[src/rtl/fps_pkg.sv]
// constants and types shared by the flash program staging block
// assumes a 32-bit AXI4-Lite register bus and one 250 MHz clock
package fps_pkg;

  // ---------------------------------------------------------------
  // register indices, byte address is four times the index
  // ---------------------------------------------------------------
  localparam int ADDR_W = 22;
  localparam logic [19:0] IDX_STAT_LOW = 20'h8_0004;
  localparam logic [19:0] IDX_STAT_HIGH = 20'h8_0006;
  localparam logic [19:0] IDX_DATA_A_LOW = 20'h8_0008;
  localparam logic [19:0] IDX_DATA_A_HIGH = 20'h8_000a;
  localparam logic [19:0] IDX_DATA_B_LOW = 20'h8_000c;
  localparam logic [19:0] IDX_DATA_B_HIGH = 20'h8_000e;
  localparam logic [19:0] IDX_ADDR_LOW = 20'h8_0010;
  localparam logic [19:0] IDX_ADDR_HIGH = 20'h8_0012;
  localparam logic [19:0] IDX_FLAG_VIEW = 20'h8_0014;
  localparam logic [19:0] IDX_IRQ_STATUS = 20'h8_0016;
  localparam logic [19:0] IDX_IRQ_MASK = 20'h8_0018;

  // ---------------------------------------------------------------
  // reset values and field layout
  // ---------------------------------------------------------------
  localparam logic [15:0] RST_DATA = 16'hffff;
  localparam logic [15:0] RST_ADDR_LOW = 16'h0000;
  localparam logic [4:0] RST_ADDR_HIGH = 5'h00;
  localparam logic [7:0] RST_SECTORS = 8'h00;
  localparam int BANK0_BIT = 8;
  localparam int SECT_N = 8;
  localparam int ADDR_HIGH_W = 5;
  localparam int ADDR_LOW_LSB = 2;
  localparam int IRQ_N = 3;
  localparam int IRQ_DONE_OK = 0;
  localparam int IRQ_DONE_ERR = 1;
  localparam int IRQ_SUSPEND_FLAG = 2;
  localparam logic [1:0] RESP_OKAY = 2'h0;
  localparam logic [1:0] RESP_SLVERR = 2'h2;

  // ---------------------------------------------------------------
  // types
  // ---------------------------------------------------------------
  typedef enum logic [1:0]
  {
    FPS_IDLE = 2'b00,
    FPS_ERASE = 2'b01,
    FPS_SUSPEND_FLAG = 2'b11
  } fps_erase_e;

  typedef enum logic [1:0]
  {
    FPS_MEAN_NONE = 2'b00,
    FPS_MEAN_ERROR = 2'b01,
    FPS_MEAN_SUSPEND_FLAG = 2'b10
  } fps_mean_e;

endpackage

[src/rtl/fps_erase_track.sv]
// bank 0 and per-sector status tracking across an erase
// assumes start and end arrive as one-cycle pulses from the controller
module fps_erase_track
  import fps_pkg::*;
(
  input wire logic i_clock,
  input wire logic i_sys_rst,
  input wire logic i_erase_start,
  input wire logic i_erase_end,
  input wire logic i_end_error,
  input wire logic [SECT_N-1:0] i_sector_fail,
  input wire logic i_suspend,
  input wire logic i_low_we,
  input wire logic [15:0] i_low_data,
  input wire logic i_high_we,
  input wire logic [15:0] i_high_data,
  output logic [SECT_N-1:0] o_sectors,
  output logic o_bank,
  output fps_erase_e o_state,
  output logic o_evt_ok,
  output logic o_evt_err,
  output logic o_evt_suspend_flag
);

  typedef struct packed
  {
    fps_erase_e state;
    logic [SECT_N-1:0] sectors;
    logic bank;
    logic evt_ok;
    logic evt_err;
    logic evt_suspend_flag;
  } fps_track_s;

  localparam fps_track_s TRACK_RST = '{state: FPS_IDLE,
    sectors: RST_SECTORS, default: '0};

  fps_track_s r_reg;
  fps_track_s r_next;

  always_comb
  begin
    r_next = r_reg;
    r_next.evt_ok = 1'b0;
    r_next.evt_err = 1'b0;
    r_next.evt_suspend_flag = 1'b0;
    case (r_reg.state)
      FPS_IDLE:
      begin
        if (i_erase_start)
        begin
          // selected sectors stay set and now report status
          r_next.state = FPS_ERASE;
          r_next.bank = 1'b1;
        end
        else
        begin
          // software owns the bits only between erases
          if (i_low_we)
          begin
            r_next.sectors = i_low_data[SECT_N-1:0];
          end
          if (i_high_we)
          begin
            r_next.bank = i_high_data[BANK0_BIT];
          end
        end
      end
      FPS_ERASE, FPS_SUSPEND_FLAG:
      begin
        // writes are dropped here so a careless store cannot mask status
        if (i_erase_end)
        begin
          r_next.state = FPS_IDLE;
          if (i_end_error)
          begin
            r_next.sectors = r_reg.sectors & i_sector_fail;
            r_next.bank = 1'b1;
            r_next.evt_err = 1'b1;
          end
          else
          begin
            r_next.sectors = '0;
            r_next.bank = 1'b0;
            r_next.evt_ok = 1'b1;
          end
        end
        else if (r_reg.state == FPS_ERASE && i_suspend)
        begin
          r_next.state = FPS_SUSPEND_FLAG;
          r_next.evt_suspend_flag = 1'b1;
        end
        else if (r_reg.state == FPS_SUSPEND_FLAG && !i_suspend)
        begin
          r_next.state = FPS_ERASE;
        end
      end
      default:
      begin
        r_next.state = FPS_IDLE;
      end
    endcase
  end

  always_ff @(posedge i_clock or posedge i_sys_rst)
  begin
    if (i_sys_rst)
    begin
      r_reg <= TRACK_RST;
    end
    else
    begin
      r_reg <= r_next;
    end
  end

  assign o_sectors = r_reg.sectors;
  assign o_bank = r_reg.bank;
  assign o_state = r_reg.state;
  assign o_evt_ok = r_reg.evt_ok;
  assign o_evt_err = r_reg.evt_err;
  assign o_evt_suspend_flag = r_reg.evt_suspend_flag;

  a_bank_busy: assert property (@(posedge i_clock) disable iff (i_sys_rst)
    r_reg.state != FPS_IDLE |-> o_bank)
    else $error("bank status low during erase");

  a_clean_end: assert property (@(posedge i_clock) disable iff (i_sys_rst)
    r_reg.state != FPS_IDLE && i_erase_end && !i_end_error
      |=> !o_bank && o_sectors == '0 && o_evt_ok)
    else $error("status not cleared after clean erase");

  a_fail_keep: assert property (@(posedge i_clock) disable iff (i_sys_rst)
    r_reg.state != FPS_IDLE && i_erase_end && i_end_error
      |=> o_bank && o_sectors == ($past(o_sectors) & $past(i_sector_fail)))
    else $error("failing sectors not kept after erase");

  a_sw_select: assert property (@(posedge i_clock) disable iff (i_sys_rst)
    r_reg.state == FPS_IDLE && !i_erase_start && i_low_we
      |=> o_sectors == $past(i_low_data[SECT_N-1:0]))
    else $error("sector select write not stored");

endmodule

[src/rtl/fps_irq.sv]
// sticky event flags, write-one-to-clear, with a mask and one level irq
// assumes events are one-cycle pulses in the system clock domain
module fps_irq
  import fps_pkg::*;
#(
  parameter int N = IRQ_N
)
(
  input wire logic i_clock,
  input wire logic i_sys_rst,
  input wire logic [N-1:0] i_event,
  input wire logic [N-1:0] i_clear,
  input wire logic i_mask_we,
  input wire logic [N-1:0] i_mask_data,
  output logic [N-1:0] o_status,
  output logic [N-1:0] o_mask,
  output logic o_irq
);

  typedef struct packed
  {
    logic [N-1:0] status;
    logic [N-1:0] mask;
    logic irq;
  } fps_irq_s;

  fps_irq_s r_reg;
  fps_irq_s r_next;

  always_comb
  begin
    r_next = r_reg;
    // a new event beats a clear in the same cycle
    r_next.status = (r_reg.status & ~i_clear) | i_event;
    if (i_mask_we)
    begin
      r_next.mask = i_mask_data;
    end
    r_next.irq = |(r_next.status & r_next.mask);
  end

  always_ff @(posedge i_clock or posedge i_sys_rst)
  begin
    if (i_sys_rst)
    begin
      r_reg <= '0;
    end
    else
    begin
      r_reg <= r_next;
    end
  end

  assign o_status = r_reg.status;
  assign o_mask = r_reg.mask;
  assign o_irq = r_reg.irq;

  a_irq_set_wins: assert property (@(posedge i_clock) disable iff (i_sys_rst)
    (i_event & i_clear) != '0 |=> (o_status & $past(i_event & i_clear))
      == $past(i_event & i_clear))
    else $error("event lost against clear");

  a_irq_level: assert property (@(posedge i_clock) disable iff (i_sys_rst)
    o_irq == |(o_status & o_mask))
    else $error("irq does not follow masked status");

endmodule

[src/rtl/fps_staging.sv]
// top of the flash program staging block: AXI4-Lite slave, data and
// address staging, erase status view, flag meaning and interrupt
// assumes the flash controller drives the erase pulses and flag levels
// synchronously to i_clock
//
// Decided for this implementation: the AXI4-Lite interface to the registers.
module fps_staging
  import fps_pkg::*;
(
  input wire logic i_clock,
  input wire logic i_sys_rst,
  input wire logic i_s_axi_awvalid,
  output logic o_s_axi_awready,
  input wire logic [ADDR_W-1:0] i_s_axi_awaddr,
  input wire logic i_s_axi_wvalid,
  output logic o_s_axi_wready,
  input wire logic [31:0] i_s_axi_wdata,
  input wire logic [3:0] i_s_axi_wstrb,
  output logic o_s_axi_bvalid,
  input wire logic i_s_axi_bready,
  output logic [1:0] o_s_axi_bresp,
  input wire logic i_s_axi_arvalid,
  output logic o_s_axi_arready,
  input wire logic [ADDR_W-1:0] i_s_axi_araddr,
  output logic o_s_axi_rvalid,
  input wire logic i_s_axi_rready,
  output logic [31:0] o_s_axi_rdata,
  output logic [1:0] o_s_axi_rresp,
  input wire logic i_erase_start,
  input wire logic i_erase_end,
  input wire logic i_end_error,
  input wire logic [SECT_N-1:0] i_sector_fail,
  input wire logic i_write_error,
  input wire logic i_suspend,
  output logic [20:0] o_prog_address,
  output logic [63:0] o_prog_data,
  output logic [SECT_N-1:0] o_sector_select,
  output logic o_bank0_state,
  output logic o_irq
);

  // ---------------------------------------------------------------
  // helpers
  // ---------------------------------------------------------------
  function automatic logic hit(logic [ADDR_W-1:0] a, logic [19:0] idx);
    hit = (a == {idx, 2'b00});
  endfunction

  function automatic logic [15:0] merge16(logic [15:0] old,
    logic [31:0] d, logic [3:0] strb);
    merge16[7:0] = strb[0] ? d[7:0] : old[7:0];
    merge16[15:8] = strb[1] ? d[15:8] : old[15:8];
  endfunction

  function automatic fps_mean_e meaning(logic err, logic suspend_flag);
    if (err)
    begin
      meaning = FPS_MEAN_ERROR;
    end
    else if (suspend_flag)
    begin
      meaning = FPS_MEAN_SUSPEND_FLAG;
    end
    else
    begin
      meaning = FPS_MEAN_NONE;
    end
  endfunction

  // ---------------------------------------------------------------
  // state
  // ---------------------------------------------------------------
  typedef struct packed
  {
    logic aw_full;
    logic [ADDR_W-1:0] aw_addr;
    logic aw_ready;
    logic w_full;
    logic [31:0] w_data;
    logic [3:0] w_strb;
    logic w_ready;
    logic bvalid;
    logic [1:0] bresp;
    logic ar_ready;
    logic rvalid;
    logic [31:0] rdata;
    logic [1:0] rresp;
    logic [15:0] data_a_low;
    logic [15:0] data_a_high;
    logic [15:0] data_b_low;
    logic [15:0] data_b_high;
    logic [15:0] addr_low;
    logic [ADDR_HIGH_W-1:0] addr_high;
    logic err_flag;
    logic suspend_flag_flag;
    fps_mean_e mean;
  } fps_top_s;

  localparam fps_top_s TOP_RST = '{data_a_low: RST_DATA,
    data_a_high: RST_DATA, data_b_low: RST_DATA, data_b_high: RST_DATA,
    addr_low: RST_ADDR_LOW, addr_high: RST_ADDR_HIGH,
    mean: FPS_MEAN_NONE, default: '0};

  fps_top_s r_reg;
  fps_top_s r_next;

  logic wr_go;
  logic stat_low_we;
  logic stat_high_we;
  logic irq_mask_we;
  logic [IRQ_N-1:0] irq_clear;
  logic [15:0] wr_low16;
  logic [SECT_N-1:0] sectors;
  logic bank;
  fps_erase_e erase_state;
  logic evt_ok;
  logic evt_err;
  logic evt_suspend_flag;
  logic [IRQ_N-1:0] irq_status;
  logic [IRQ_N-1:0] irq_mask;
  logic irq;
  logic [15:0] stat_low_view;
  logic [15:0] stat_high_view;

  assign stat_low_view = {{(16 - SECT_N){1'b0}}, sectors};
  assign stat_high_view = 16'(bank) << BANK0_BIT;

  // ---------------------------------------------------------------
  // write decode toward the submodules
  // ---------------------------------------------------------------
  // the write lands once both address and data are held
  assign wr_go = r_reg.aw_full && r_reg.w_full;
  assign wr_low16 = merge16(16'h0000, r_reg.w_data, r_reg.w_strb);

  always_comb
  begin
    stat_low_we = 1'b0;
    stat_high_we = 1'b0;
    irq_mask_we = 1'b0;
    irq_clear = '0;
    if (!wr_go)
    begin
      stat_low_we = 1'b0;
    end
    else if (hit(r_reg.aw_addr, IDX_STAT_LOW))
    begin
      stat_low_we = 1'b1;
    end
    else if (hit(r_reg.aw_addr, IDX_STAT_HIGH))
    begin
      stat_high_we = 1'b1;
    end
    else if (hit(r_reg.aw_addr, IDX_IRQ_STATUS))
    begin
      irq_clear = wr_low16[IRQ_N-1:0];
    end
    else if (hit(r_reg.aw_addr, IDX_IRQ_MASK))
    begin
      irq_mask_we = 1'b1;
    end
  end

  // ---------------------------------------------------------------
  // bus and staging registers
  // ---------------------------------------------------------------
  always_comb
  begin
    r_next = r_reg;
    // flag levels are sampled so the reported meaning is registered
    r_next.err_flag = i_write_error;
    r_next.suspend_flag_flag = i_suspend;
    r_next.mean = meaning(i_write_error, i_suspend);
    if (o_s_axi_awready && i_s_axi_awvalid)
    begin
      r_next.aw_full = 1'b1;
      r_next.aw_addr = i_s_axi_awaddr;
    end
    if (o_s_axi_wready && i_s_axi_wvalid)
    begin
      r_next.w_full = 1'b1;
      r_next.w_data = i_s_axi_wdata;
      r_next.w_strb = i_s_axi_wstrb;
    end
    if (r_reg.bvalid && i_s_axi_bready)
    begin
      r_next.bvalid = 1'b0;
    end
    if (wr_go)
    begin
      r_next.aw_full = 1'b0;
      r_next.w_full = 1'b0;
      r_next.bvalid = 1'b1;
      r_next.bresp = RESP_OKAY;
      if (hit(r_reg.aw_addr, IDX_DATA_A_LOW))
      begin
        r_next.data_a_low = merge16(r_reg.data_a_low, r_reg.w_data,
          r_reg.w_strb);
      end
      else if (hit(r_reg.aw_addr, IDX_DATA_A_HIGH))
      begin
        r_next.data_a_high = merge16(r_reg.data_a_high, r_reg.w_data,
          r_reg.w_strb);
      end
      else if (hit(r_reg.aw_addr, IDX_DATA_B_LOW))
      begin
        r_next.data_b_low = merge16(r_reg.data_b_low, r_reg.w_data,
          r_reg.w_strb);
      end
      else if (hit(r_reg.aw_addr, IDX_DATA_B_HIGH))
      begin
        r_next.data_b_high = merge16(r_reg.data_b_high, r_reg.w_data,
          r_reg.w_strb);
      end
      else if (hit(r_reg.aw_addr, IDX_ADDR_LOW))
      begin
        // low two bits are reserved and always read zero
        r_next.addr_low = merge16(r_reg.addr_low, r_reg.w_data,
          r_reg.w_strb) & ~16'h0003;
      end
      else if (hit(r_reg.aw_addr, IDX_ADDR_HIGH))
      begin
        r_next.addr_high = wr_low16[ADDR_HIGH_W-1:0];
      end
      else if (!(stat_low_we || stat_high_we || irq_mask_we
        || hit(r_reg.aw_addr, IDX_IRQ_STATUS)
        || hit(r_reg.aw_addr, IDX_FLAG_VIEW)))
      begin
        r_next.bresp = RESP_SLVERR;
      end
    end
    if (r_reg.rvalid && i_s_axi_rready)
    begin
      r_next.rvalid = 1'b0;
    end
    if (o_s_axi_arready && i_s_axi_arvalid)
    begin
      r_next.rvalid = 1'b1;
      r_next.rresp = RESP_OKAY;
      r_next.rdata = '0;
      if (hit(i_s_axi_araddr, IDX_STAT_LOW))
      begin
        r_next.rdata[15:0] = stat_low_view;
      end
      else if (hit(i_s_axi_araddr, IDX_STAT_HIGH))
      begin
        r_next.rdata[15:0] = stat_high_view;
      end
      else if (hit(i_s_axi_araddr, IDX_DATA_A_LOW))
      begin
        r_next.rdata[15:0] = r_reg.data_a_low;
      end
      else if (hit(i_s_axi_araddr, IDX_DATA_A_HIGH))
      begin
        r_next.rdata[15:0] = r_reg.data_a_high;
      end
      else if (hit(i_s_axi_araddr, IDX_DATA_B_LOW))
      begin
        r_next.rdata[15:0] = r_reg.data_b_low;
      end
      else if (hit(i_s_axi_araddr, IDX_DATA_B_HIGH))
      begin
        r_next.rdata[15:0] = r_reg.data_b_high;
      end
      else if (hit(i_s_axi_araddr, IDX_ADDR_LOW))
      begin
        r_next.rdata[15:0] = r_reg.addr_low;
      end
      else if (hit(i_s_axi_araddr, IDX_ADDR_HIGH))
      begin
        r_next.rdata[ADDR_HIGH_W-1:0] = r_reg.addr_high;
      end
      else if (hit(i_s_axi_araddr, IDX_FLAG_VIEW))
      begin
        r_next.rdata[3:0] = {r_reg.mean, r_reg.suspend_flag_flag, r_reg.err_flag};
      end
      else if (hit(i_s_axi_araddr, IDX_IRQ_STATUS))
      begin
        r_next.rdata[IRQ_N-1:0] = irq_status;
      end
      else if (hit(i_s_axi_araddr, IDX_IRQ_MASK))
      begin
        r_next.rdata[IRQ_N-1:0] = irq_mask;
      end
      else
      begin
        r_next.rresp = RESP_SLVERR;
      end
    end
    // one transfer of each kind at a time
    r_next.aw_ready = !r_next.aw_full && !r_next.bvalid;
    r_next.w_ready = !r_next.w_full && !r_next.bvalid;
    r_next.ar_ready = !r_next.rvalid;
  end

  always_ff @(posedge i_clock or posedge i_sys_rst)
  begin
    if (i_sys_rst)
    begin
      r_reg <= TOP_RST;
    end
    else
    begin
      r_reg <= r_next;
    end
  end

  // ---------------------------------------------------------------
  // submodules
  // ---------------------------------------------------------------
  fps_erase_track u_track
  (
    .i_clock(i_clock),
    .i_sys_rst(i_sys_rst),
    .i_erase_start(i_erase_start),
    .i_erase_end(i_erase_end),
    .i_end_error(i_end_error),
    .i_sector_fail(i_sector_fail),
    .i_suspend(i_suspend),
    .i_low_we(stat_low_we),
    .i_low_data(merge16(stat_low_view, r_reg.w_data, r_reg.w_strb)),
    .i_high_we(stat_high_we),
    .i_high_data(merge16(stat_high_view, r_reg.w_data, r_reg.w_strb)),
    .o_sectors(sectors),
    .o_bank(bank),
    .o_state(erase_state),
    .o_evt_ok(evt_ok),
    .o_evt_err(evt_err),
    .o_evt_suspend_flag(evt_suspend_flag)
  );

  fps_irq #(.N(IRQ_N)) u_irq
  (
    .i_clock(i_clock),
    .i_sys_rst(i_sys_rst),
    .i_event({evt_suspend_flag, evt_err, evt_ok}),
    .i_clear(irq_clear),
    .i_mask_we(irq_mask_we),
    .i_mask_data(wr_low16[IRQ_N-1:0]),
    .o_status(irq_status),
    .o_mask(irq_mask),
    .o_irq(irq)
  );

  // ---------------------------------------------------------------
  // outputs
  // ---------------------------------------------------------------
  assign o_s_axi_awready = r_reg.aw_ready;
  assign o_s_axi_wready = r_reg.w_ready;
  assign o_s_axi_bvalid = r_reg.bvalid;
  assign o_s_axi_bresp = r_reg.bresp;
  assign o_s_axi_arready = r_reg.ar_ready;
  assign o_s_axi_rvalid = r_reg.rvalid;
  assign o_s_axi_rdata = r_reg.rdata;
  assign o_s_axi_rresp = r_reg.rresp;
  // target bit two is passed as written; the controller checks alignment
  assign o_prog_address = {r_reg.addr_high,
    r_reg.addr_low[15:ADDR_LOW_LSB], 2'b00};
  // even word in the low half, odd word in the high half
  assign o_prog_data = {r_reg.data_b_high, r_reg.data_b_low,
    r_reg.data_a_high, r_reg.data_a_low};
  assign o_sector_select = sectors;
  assign o_bank0_state = bank;
  assign o_irq = irq;

  // ---------------------------------------------------------------
  // checks
  // ---------------------------------------------------------------
  a_data_b_reset: assert property (@(posedge i_clock) disable iff (i_sys_rst)
    $past(i_sys_rst) |-> r_reg.data_b_low == RST_DATA
      && r_reg.data_b_high == RST_DATA)
    else $error("second data pair not all ones after reset");

  a_addr_reset: assert property (@(posedge i_clock) disable iff (i_sys_rst)
    $past(i_sys_rst) |-> r_reg.addr_low == RST_ADDR_LOW)
    else $error("low address not zero after reset");

  a_data_b_write: assert property (@(posedge i_clock) disable iff (i_sys_rst)
    wr_go && hit(r_reg.aw_addr, IDX_DATA_B_HIGH) && r_reg.w_strb[1:0] == 2'b11
      |=> r_reg.data_b_high == $past(r_reg.w_data[15:0]) && r_reg.bvalid)
    else $error("second data high half not written");

  a_mean_error: assert property (@(posedge i_clock) disable iff (i_sys_rst)
    i_write_error |=> r_reg.mean == FPS_MEAN_ERROR)
    else $error("error flag not shown as erase error");

  a_mean_suspend_flag: assert property (@(posedge i_clock) disable iff (i_sys_rst)
    !i_write_error && i_suspend |=> r_reg.mean == FPS_MEAN_SUSPEND_FLAG)
    else $error("suspend flag not shown as suspended");

endmodule
[config.mk]
export PLATFORM = sky130hd
export DESIGN_NAME = fps_staging
export DESIGN_NICKNAME = d
export VERILOG_FILES = /design/src/rtl/fps_pkg.sv /design/src/rtl/fps_erase_track.sv /design/src/rtl/fps_irq.sv /design/src/rtl/fps_staging.sv
export SDC_FILE = /design/constraint.sdc
export NUM_CORES = 1
export LEC_CHECK = 0
export BUFFER_PORTS_ARGS = -buffer_cell sky130_fd_sc_hd__buf_2
export CAP_MARGIN = 30
export CELL_PAD_IN_SITES_DETAIL_PLACEMENT = 0
export CELL_PAD_IN_SITES_GLOBAL_PLACEMENT = 2
export CORE_MARGIN = 4
export CORE_UTILIZATION = 31
export DETAILED_ROUTE_END_ITERATION = 8
export GPL_ROUTABILITY_DRIVEN = 0
export HOLD_SLACK_MARGIN = 0.02
export PLACE_DENSITY = 0.89
export RECOVER_POWER = 100
export SKIP_CTS_REPAIR_TIMING = 1
export SLEW_MARGIN = 25
export SYNTH_ARGS = -nofsm -noshare
export SYNTH_HDL_FRONTEND = slang
export SYNTH_HIERARCHICAL = 1
export SYNTH_SLANG_ARGS = --single-unit
[constraint.sdc]
create_clock -name i_clock -period 4.11 [get_ports i_clock]
set_input_delay 0.411 -clock i_clock [delete_from_list [all_inputs] [get_ports i_clock]]
set_output_delay 0.411 -clock i_clock [all_outputs]
set_load 0.01 [all_outputs]
After elaboration in Yosys (flattened, before gate mapping)

Cells that the tools add are included.

Add/subtract/negate cells: 0
$mul: 0
Divide/modulo/power cells: 0
$lt $le $gt $ge: 0
Equality and inequality tests: 32
Shifts and indexed selects: 0
Mux-type cells: 77
Bitwise operators: 10
Reductions and logical operators: 37

Operators with widths:

| operator             | count |
|---|---|
| $eq 22x22->1 const B | 22 |
| $mux 16              | 6 |
| $mux 2               | 24 |
| $mux 37              | 1 |
| $mux 35              | 1 |
| $mux 3               | 10 |
| $mux 8               | 3 |
| $mux 1               | 23 |
| $mux 23              | 1 |
| $mux 11              | 2 |
| $reduce_and 7->1     | 3 |
| $pmux 9 s2           | 1 |
| $reduce_and 5->1     | 3 |
| $reduce_and 4->1     | 3 |
| $reduce_and 6->1     | 2 |
| $logic_and 1x1->1    | 10 |
| $mux 5               | 2 |
| $ne 2x2->1 const B   | 5 |
| $mux 9               | 1 |
| $and 8x8->8          | 1 |
| $and 3x3->3          | 2 |
| $ne 3x3->1 const B   | 2 |
| $reduce_and 3->1     | 2 |
| $logic_not 1->1      | 5 |
| other kinds (14)     | 21 |

Register bits after elaboration: 193
Bits in latches: 0
Memory bits (writable): 0
Memory bits (read-only): 0
Bits of input ports: 100
Output and inout bits: 136
Word-level logic and storage cells: 192
Memories kept: 0

Longest topological paths before layout

Gate-level depths: netlist of run 1.

Depth after elaboration: 19
Mapped depth: 8
Depth with buffers taken out: 8

Cells and area by module

Netlist of run 1, hierarchy kept.

By module, submodules not included:

| module          | times used | cells an instance | area each (um2) | sequential area each (um2) |
|---|---|---|---|---|
| fps_staging     | 1          | 736               | 8225.4          | 3858.7 |
| fps_erase_track | 1          | 58                | 621.8           | 350.3 |
| fps_irq         | 1          | 19                | 274.0           | 175.2 |

Worst setup path before layout of run 1

Ideal clock, no wire load.

Path type: reg-to-reg
From: register r_reg[174] in the netlist's numbering
To: register u_track.r_reg, in the netlist u_track/o_sectors[0]
Library setup time: 0.130 ns
Arrival time: 2.249 ns
Required time: 3.980 ns
Setup slack: 1.731 ns
Cell stages (with the launch flop): 8
Path buffers: 1
Clock period less this slack: 2.379 ns
Path through: dfrtp_1 > nor4b_4 > nand4_1 > or4b_2 > nor4_1 > nor4b_4 > buf_6 > o21ai_0

Longest elaborated chain between the ends: 5

Ends and longest elaborated chain:

| item                       | line                   | RTL |
|---|---|---|
| from (decl)                | fps_staging.sv:104     | `fps_top_s r_reg;` |
| from (signal assigned)     | fps_staging.sv:303     | `r_reg <= r_next;` |
| $eq 22x22->1               | fps_staging.sv:46      | `hit = (a == {idx, 2'b00});` |
| $mux 1                     | fps_staging.sv:145     | `else if (hit(r_reg.aw_addr, IDX_STAT_LOW))` |
| $mux 1                     | fps_staging.sv:141     | `if (!wr_go)` |
| via stat_low_we            | fps_staging.sv:108     | `logic stat_low_we;` |
| $ne 2x2->1 (no line)       | n/a                    |  |
| $reduce_and 5->1 (no line) | n/a                    |  |
| to (signal assigned)       | fps_erase_track.sv:113 | `r_reg <= r_next;` |
| to (decl)                  | fps_erase_track.sv:38  | `fps_track_s r_reg;` |

The timed path passes the listed nets, and every way through them passes these cells.
A chain may end at the register's enable or synchronous reset.

Worst setup path in the final report of run 1

From: register r_reg[174] in the netlist's numbering
To: register u_track.r_reg, in the netlist u_track/o_sectors[3]

Same word-level chain as after synthesis.

==> results_dict.tcl, run 1 <==
set metrics [dict create \
    violations "capacitance limit, slew limit" \
    leakage_nw 4.29 \
    antenna_cells 0 \
    clockBufferDepth 2 \
    maxCapViolCount 1 \
    clock_latency_ns 0.43 \
    clk_pin_slew_ns 0.07 \
    cts.sinks 172 \
    stdcell_count 1290 \
    wl_per_cell_um 21.2 \
    synth_warnings 6 \
    grtUsageTotal_pct 17.0 \
    timing.rr.end "u_track/o_sectors[3]" \
    r2r_slack_ns 0.90 \
    gr-total-overflow 0 \
    fmax_ghz 0.311 \
    dr.pass1.iters 5 \
    met2_usage_pct 27.3 \
    r2r-start "r_reg[174]" \
    fin_setup_tns_ns 0 \
    worstRegToRegCells 6 \
    num-nets-final 993 \
    final_design_area_no_fill_um2 10000 \
    dp.cells 1256 \
    grt_max_degree 72 \
    clockRootBuffer "clkbuf_16" \
    antenna_found_initial 1 \
    hpwl_um 20700 \
    cts_max_level 4 \
    drc 0 \
    top_usage_layer "met2" \
    cp-end-kind "flop" \
    place_area_um2 9600 \
    hold_violations 0 \
    finalCritPeriodShare_pct 78.2 \
    drt-total-wl_um 27400 \
    cp-startpoint "r_reg[174]" \
    numCtsBuffers 17 \
    drt-initial-drc-count 437 \
    path_class "flop to flop" \
    via_count 6312 \
    netlist_area_um2 9040 \
    largest_register_ffs 64 \
    syn_inst 800 \
    crit_path_start_kind "flop" \
    setup_viol_count_final 0 \
    drive_above_1_share_pct 33.7 \
    rsz0062_at_grt "no" \
    ios 236 \
    area_growth_pct 10.7 \
    worst_pin_slew_ns 1.81 \
    status "finished, violations left" \
    syn_avg_cell_area_um2 11.3 \
    cellPowerDensity_nw_per_um2 471 \
    initial_core_util_pct 31.4 \
    cts_tree "done" \
    crit_arrival_ns 3.49 \
    final_antenna_net_count 0 \
    vias_per_cell 4.89 \
    vdd.ir_drop.worst_uv 264 \
    dieArea_um2 32000 \
    grt_pass1_vias 6359 \
    placeableCoreArea_um2 28800 \
    final_util_pct 34.8 \
    grt_util_met1_pct 22.5 \
    min_period_ns 3.21 \
    slew_headroom_pct -20.8 \
    met3_usage_pct 4.74 \
    finClkSkew_ns 0.0115 \
    dieHeight_um 179 \
    crit_required_ns 4.39 \
    drv_slew 72 \
    critPathCapture "u_track/o_sectors[3]" \
    fp-row-count 62 \
    die_x_um 179 \
    grt_pass1_wl_um 40300 \
    hold_class "primary input to flop" \
    worstPathMaxFanout 16 \
    portBuffers 197 \
]
## metrics by stage
| step | hold slack [ns] | worst slack [ns] | total power, mW |
|---|---|---|---|
| 2_1_floorplan | 0.214 | 1.73 | 2.75 |
| 3_3_place_gp | 0.400 | 1.18 | 3.03 |
| 3_5_place_dp | 0.415 | 1.07 | 3.06 |
| 4_1_cts | -0.0508 | 1.10 | 4.82 |
| 5_1_grt | 0.117 | 0.556 | 4.96 |
| 6_report | 0.126 | 0.898 | 4.72 |
## cell type report
type	count	area, um2
Timing Repair Buffer	207	931
Clock buffer	20	468
Multi-Input combinational cell	473	3500
Fill cell	2929	18800
Tap cell	384	480
Inverter	22	83.8
Clock inverter	12	171
Sequential cell	172	4380
## power breakdown
| group | leakage [nW] | switching [mW] | internal (mW) | total (mW) |
|---|---|---|---|---|
| logic | 1.94 | 0.344 | 0.344 | 0.688 |
| registers | 2.04 | 0.349 | 1.94 | 2.29 |
| clock network | 0.307 | 0.714 | 1.03 | 1.74 |
## placed cells by master (no fill, tap or decap), types with 8 or more instances in the layout
cell / instances
dfrtp_1: 108
mux2_2: 106
buf_2: 104
clkbuf_1: 97
nand2_1: 69
o21ai_0: 54
dfstp_2: 38
dfstp_1: 26
nor2_1: 21
inv_1: 20
conb_1: 20
clkbuf_16: 18
mux2i_1: 15
a21oi_1: 15
mux2_1: 14
nand3_1: 13
nor3_1: 12
a32oi_1: 9
a211oi_1: 8
## metal layers
metal	routed length, um	up-vias
met2	13100	228
li1	-	2901
met4	484	2
met3	1940	34
met1	11900	3147
met5	13	-
## worst min-delay path by stage
stage                       start           endpoint  slack, ns  cells after the start
detailed placement      i_sys_rst        u_irq/o_irq       0.42                      2
global route        i_write_error           r_reg[0]       0.12                      1
global placement        i_sys_rst        u_irq/o_irq       0.40                      2
floorplan               i_sys_rst        u_irq/o_irq       0.21                      1
finish              i_write_error           r_reg[0]       0.13                      1
CTS                     i_sys_rst  u_irq/o_status[0]      -0.05                      2
## worst max-delay path, cell delays in order (launching register included)
cell and delay [ns]:
dfrtp_1 0.38, nor4b_1 0.47, nand4_1 0.34, or4b_2 0.70, nor4_1 0.25, nor4b_4 0.71
o21ai_0 0.21
No activity file was read; power rests on OpenSTA's default activity.
==> run 2: changes to the inputs <==
Settings changed: ABC_AREA from default to 1, PLACE_DENSITY 0.89 to 0.92.
Clock period 4.11 ns to 3.2 ns, I/O delays scaled along.
==> results_dict.tcl, run 2 <==
set metrics [dict create \
    r2r-start "r_reg[176]" \
    finClkSkew_ns 0.0213 \
    cts.sinks 172 \
    antenna_found_initial 1 \
    initial_core_util_pct 31.7 \
    vias_per_cell 4.59 \
    switchingPower_mw 2.32 \
    netlist_area_um2 9470 \
    clock_power_share_pct 31.8 \
    finalCritPeriodShare_pct 79.9 \
    min_period_ns 2.56 \
    grtUsageTotal_pct 16.6 \
    final_cell_mix "315 x nand2_1, 129 x inv_1, 122 x o21ai_0, 118 x buf_2, 108 x dfrtp_1" \
    setup_viol_count_final 0 \
    clockBufferDepth 2 \
    drt-initial-drc-count 519 \
    p_sw_share_pct 36.8 \
    final_design_area_no_fill_um2 10300 \
    grt_pass1_vias 7645 \
    cts_tree "done" \
    nFillCells 3296 \
    cp_num_buf_inv 3 \
    ios 236 \
    hpwl_um 21600 \
    dieArea_um2 33400 \
    final_antenna_net_count 0 \
    syn_inst 1189 \
    clk_pin_slew_ns 0.08 \
    drive_above_1_share_pct 16.6 \
    cp-end-kind "flop" \
    portBuffers 197 \
    fin_setup_tns_ns 0 \
    path_class "primary input to flop" \
    drt-total-wl_um 28200 \
    crit_required_ns 3.58 \
    place_area_um2 10000 \
    pwr-share-comb_pct 22.1 \
    via_count 7760 \
    cp_slowest_cell "nor2_1" \
    hold_class "primary input to flop" \
    wl_per_cell_um 16.7 \
    holdWs_ns 0.0798 \
    leakage_nw 4.91 \
    maxCapViolCount 0 \
    drv_slew 0 \
    synth_warnings 6 \
    dr.pass1.iters 5 \
    vdd.ir_drop.worst_uv 350 \
    status "finished, final reports clean" \
    grt_max_degree 66 \
    numCtsBuffers 17 \
    min_from "i_s_axi_awaddr[9]" \
    crit_path_start_kind "primary input" \
    syn_avg_cell_area_um2 7.96 \
    critPathTopFamily "simple AND/OR/NAND/NOR gates" \
    worstRegToRegCells 7 \
    gr-total-overflow 0 \
    holdPathStages 3 \
    dieHeight_um 183 \
    cp_cell_sequence "buf_2 -> nor2_1 -> nand3_1 -> nor2_1 -> inv_1 -> nor2_1 -> inv_2 -> nand3_1 -> nand2_1 -> a21oi_1 -> o22a_1" \
    cp-startpoint "i_s_axi_araddr[19]" \
    fp-row-count 63 \
    critPathMaxStageDelay_ns 0.75 \
    area_growth_pct 9.23 \
    fmax_ghz 0.391 \
    p_int_mw 3.99 \
    cp.depth 11 \
    placeableCoreArea_um2 29900 \
    clockRootBuffer "clkbuf_16" \
    cellPowerDensity_nw_per_um2 610 \
    crit_top_cell "nor2_1" \
    power_frac_seq_pct 46.0 \
    largest_register_ffs 64 \
    worst_pin_slew_ns 1.36 \
    num-nets-final 1385 \
    slew_headroom_pct 8.90 \
    crit_arrival_ns 2.94 \
    cts_max_level 4 \
    hold_violations 0 \
    drc 0 \
    clock_latency_ns 0.44 \
    grt_pass1_wl_um 43400 \
    rsz0062_at_grt "no" \
    die_x_um 183 \
    worstPathMaxFanout 10 \
    layout_commonest_cell "nand2_1" \
]
run 2: per-layer routing:
metal,up-vias,part of all wire (%),global-route usage (%)
li1,3840,-,-
met1,3688,46,22.2
met2,214,48,28.1
met3,18,5.2,3.43
met4,0,1.0,3.75
met5,-,0,0
run 2: path summary, 6_finish.rpt:
check	to	slack (ns)
min reg2reg	u_irq/o_status[1]	0.46
min in group asynchronous	u_irq/o_status[0]	0.41
max in group asynchronous	o_s_axi_rdata[12]	0.86
min	r_reg[176]	0.08
max reg2reg	o_prog_data[3]	0.78
max	o_s_axi_rdata[6]	0.64
run 2: area by class of cell:
| cell class | instances | area [um2] | share of cell area [%] |
|---|---|---|---|
| Clock inverter | 14 | 125 | 1.21 |
| Antenna cell | 1 | 2.50 | 0.0242 |
| Timing Repair Buffer | 212 | 1000 | 9.69 |
| Clock buffer | 18 | 429 | 4.15 |
| Tap cell | 390 | 488 | 4.72 |
| Sequential cell | 172 | 4380 | 42.4 |
| Inverter | 140 | 529 | 5.12 |
| Multi-Input combinational cell | 742 | 3380 | 32.7 |
run 2: per-stage QoR:
| stage | setup slack [ns] | total power [mW] | cells | util, % |
|---|---|---|---|---|
| floorplan | 1.03 | 3.90 | 1208 | - |
| global placement | 0.865 | 4.41 | 1653 | 33.6 |
| detailed placement | 0.803 | 4.44 | 1653 | 33.6 |
| CTS | 0.964 | 6.46 | 1685 | 35.4 |
| global route | 0.432 | 6.71 | 1689 | 34.6 |
| finish | 0.642 | 6.31 | 1689 | 34.6 |
run 2: power by group through the flow:
stage / Combinational [mW] / Sequential, mW / Clock (mW)
after floorplan: 1.07 / 2.84 / 0
after global placement: 1.47 / 2.94 / 0
after detailed placement: 1.49 / 2.95 / 0
after CTS: 1.50 / 2.91 / 2.05
after global routing: 1.61 / 2.96 / 2.13
final: 1.40 / 2.91 / 2.01
run 2: worst register-to-register path: stages, from the launching register on:
cell	delay, ns
dfrtp_1	0.42
nor4_1	0.31
inv_1	0.06
nor2_1	0.17
inv_1	0.10
nor4_1	0.35
nand2_1	0.53
o21ai_0	0.38
==> run 3: changes to the inputs <==
Settings changed: CORE_UTILIZATION 31 to 28, PLACE_DENSITY 0.92 to 0.88.
Clock period 3.2 ns to 2.3 ns, I/O delays scaled along.
==> results_dict.tcl, run 3 (synthesis results as in run 2) <==
set metrics [dict create \
    cp-end-kind "flop" \
    crit_arrival_ns 2.36 \
    m1WireLength_um 13100 \
    antenna_found_initial 0 \
    cts_max_level 4 \
    initial_core_util_pct 28.3 \
    grt_pass1_vias 7616 \
    critPathMaxStageDelay_ns 0.39 \
    cp_slowest_cell "dfrtp_1" \
    drc 0 \
    layout_commonest_cell "nand2_1" \
    crit_required_ns 2.60 \
    cellPowerDensity_nw_per_um2 831 \
    place_ws_ns 0.132 \
    drv_slew 103 \
    slew_headroom_pct -5.17 \
    dr.pass1.iters 5 \
    met3WireLength_um 1680 \
    cts_tree "done" \
    area_growth_pct 13.5 \
    cp_num_buf_inv 3 \
    worstPathMaxFanout 12 \
    path_class "flop to flop" \
    min_from "i_s_axi_awaddr[0]" \
    wl_per_cell_um 16.4 \
    num-nets-final 1416 \
    topRoutingLayerUsed "met4" \
    clockBufferDepth 2 \
    hold_violations 0 \
    hpwl_um 22500 \
    drt-total-wl_um 29200 \
    grt_max_degree 152 \
    antenna_cells 0 \
    cts.sinks 172 \
    worst_slack_ns 0.248 \
    vias_per_cell 4.37 \
    final_cell_mix "314 x nand2_1, 132 x inv_1, 118 x buf_2, 117 x o21ai_0, 108 x dfrtp_1" \
    crit_path_start_kind "flop" \
    setup_viol_count_final 0 \
    via_count 7770 \
    rsz0062_at_grt "no" \
    final_antenna_net_count 0 \
    finalPower_mw 8.93 \
    wl_met2_um 13800 \
    grt_pass1_wl_um 44200 \
    grtUsageTotal_pct 15.8 \
    finClkSkew_ns 0.0121 \
    crit_top_cell "nand2_1" \
    vdd.ir_drop.worst_uv 471 \
    ios 236 \
    dieHeight_um 192 \
    r2r-start "r_reg[167]" \
    drive_above_1_share_pct 17.8 \
    critPathTopFamily "simple AND/OR/NAND/NOR gates" \
    drt-initial-drc-count 432 \
    finalCritPeriodShare_pct 89.2 \
    placeableCoreArea_um2 33400 \
    fin_setup_tns_ns 0 \
    portBuffers 197 \
    holdWs_ns 0.00549 \
    hold_class "primary input to flop" \
    clk_pin_slew_ns 0.07 \
    status "finished, violations left" \
    clockRootBuffer "clkbuf_16" \
    cp_cell_sequence "nor2_2 -> inv_2 -> nor3_4 -> inv_1 -> nor4_2 -> nand2_1 -> clkbuf_2 -> nand2_1 -> o21ai_1" \
    cp-startpoint "r_reg[167]" \
    min_period_ns 2.05 \
    largest_register_ffs 64 \
    maxCapViolCount 0 \
    numCtsBuffers 17 \
    violations "slew limit" \
    fmax_ghz 0.487 \
    worst_pin_slew_ns 1.58 \
    clock_latency_ns 0.43 \
    leakage_nw 5.08 \
    die_x_um 192 \
    dieArea_um2 36800 \
    fp-row-count 67 \
    gr-total-overflow 0 \
]
-- run 3: power by group --
group | internal, mW | switching, mW | total [mW] | leakage [nW]
Combinational | 0.605 | 1.47 | 2.08 | 2.76
Clock | 1.55 | 1.31 | 2.86 | 0.270
Sequential | 3.55 | 0.446 | 3.99 | 2.05
Total | 5.70 | 3.23 | 8.93 | 5.08
-- run 3: cell type report --
class	instances	area [um2]
Clock buffer	19	443
Clock inverter	13	134
Fill cell	3678	22700
Inverter	140	529
Multi-Input combinational cell	742	3450
Sequential cell	172	4380
Tap cell	448	561
Timing Repair Buffer	243	1250
-- run 3: metrics by stage --
step | utilization [%] | instance area, um2 | cells
floorplan | - | 9550 | 1208
global placement | 30.5 | 10200 | 1728
detailed placement | 30.5 | 10200 | 1728
CTS | 32.3 | 10800 | 1760
global route | 32.1 | 10700 | 1777
finish | 32.1 | 10700 | 1777
-- run 3: worst register-to-register path: stages, from the launching register on --
cell and delay, ns:
dfrtp_1 0.39, nor2_2 0.12, inv_2 0.07, nor3_4 0.25, inv_1 0.20, nor4_2 0.40
nand2_1 0.11, clkbuf_2 0.24, nand2_1 0.11, o21ai_1 0.07
-- run 3: per-layer routing --
layer	GRT usage [%]	vias to the layer above
li1	-	3906
met1	20.8	3623
met2	26.1	213
met3	3.51	28
met4	4.48	0
met5	0	-
-- run 3: path summary, 6_finish.rpt --
kind,to,slack (ns),depth (start not counted)
worst max-delay path,o_prog_address[5],0.25,9
worst min-delay path,r_reg[167],0.005,3
worst max register to register,o_prog_address[5],0.25,9
worst min register to register,u_irq/o_status[1],0.45,2
max in group asynchronous,o_prog_address[15],0.38,4
min in group asynchronous,u_irq/o_status[2],0.34,3
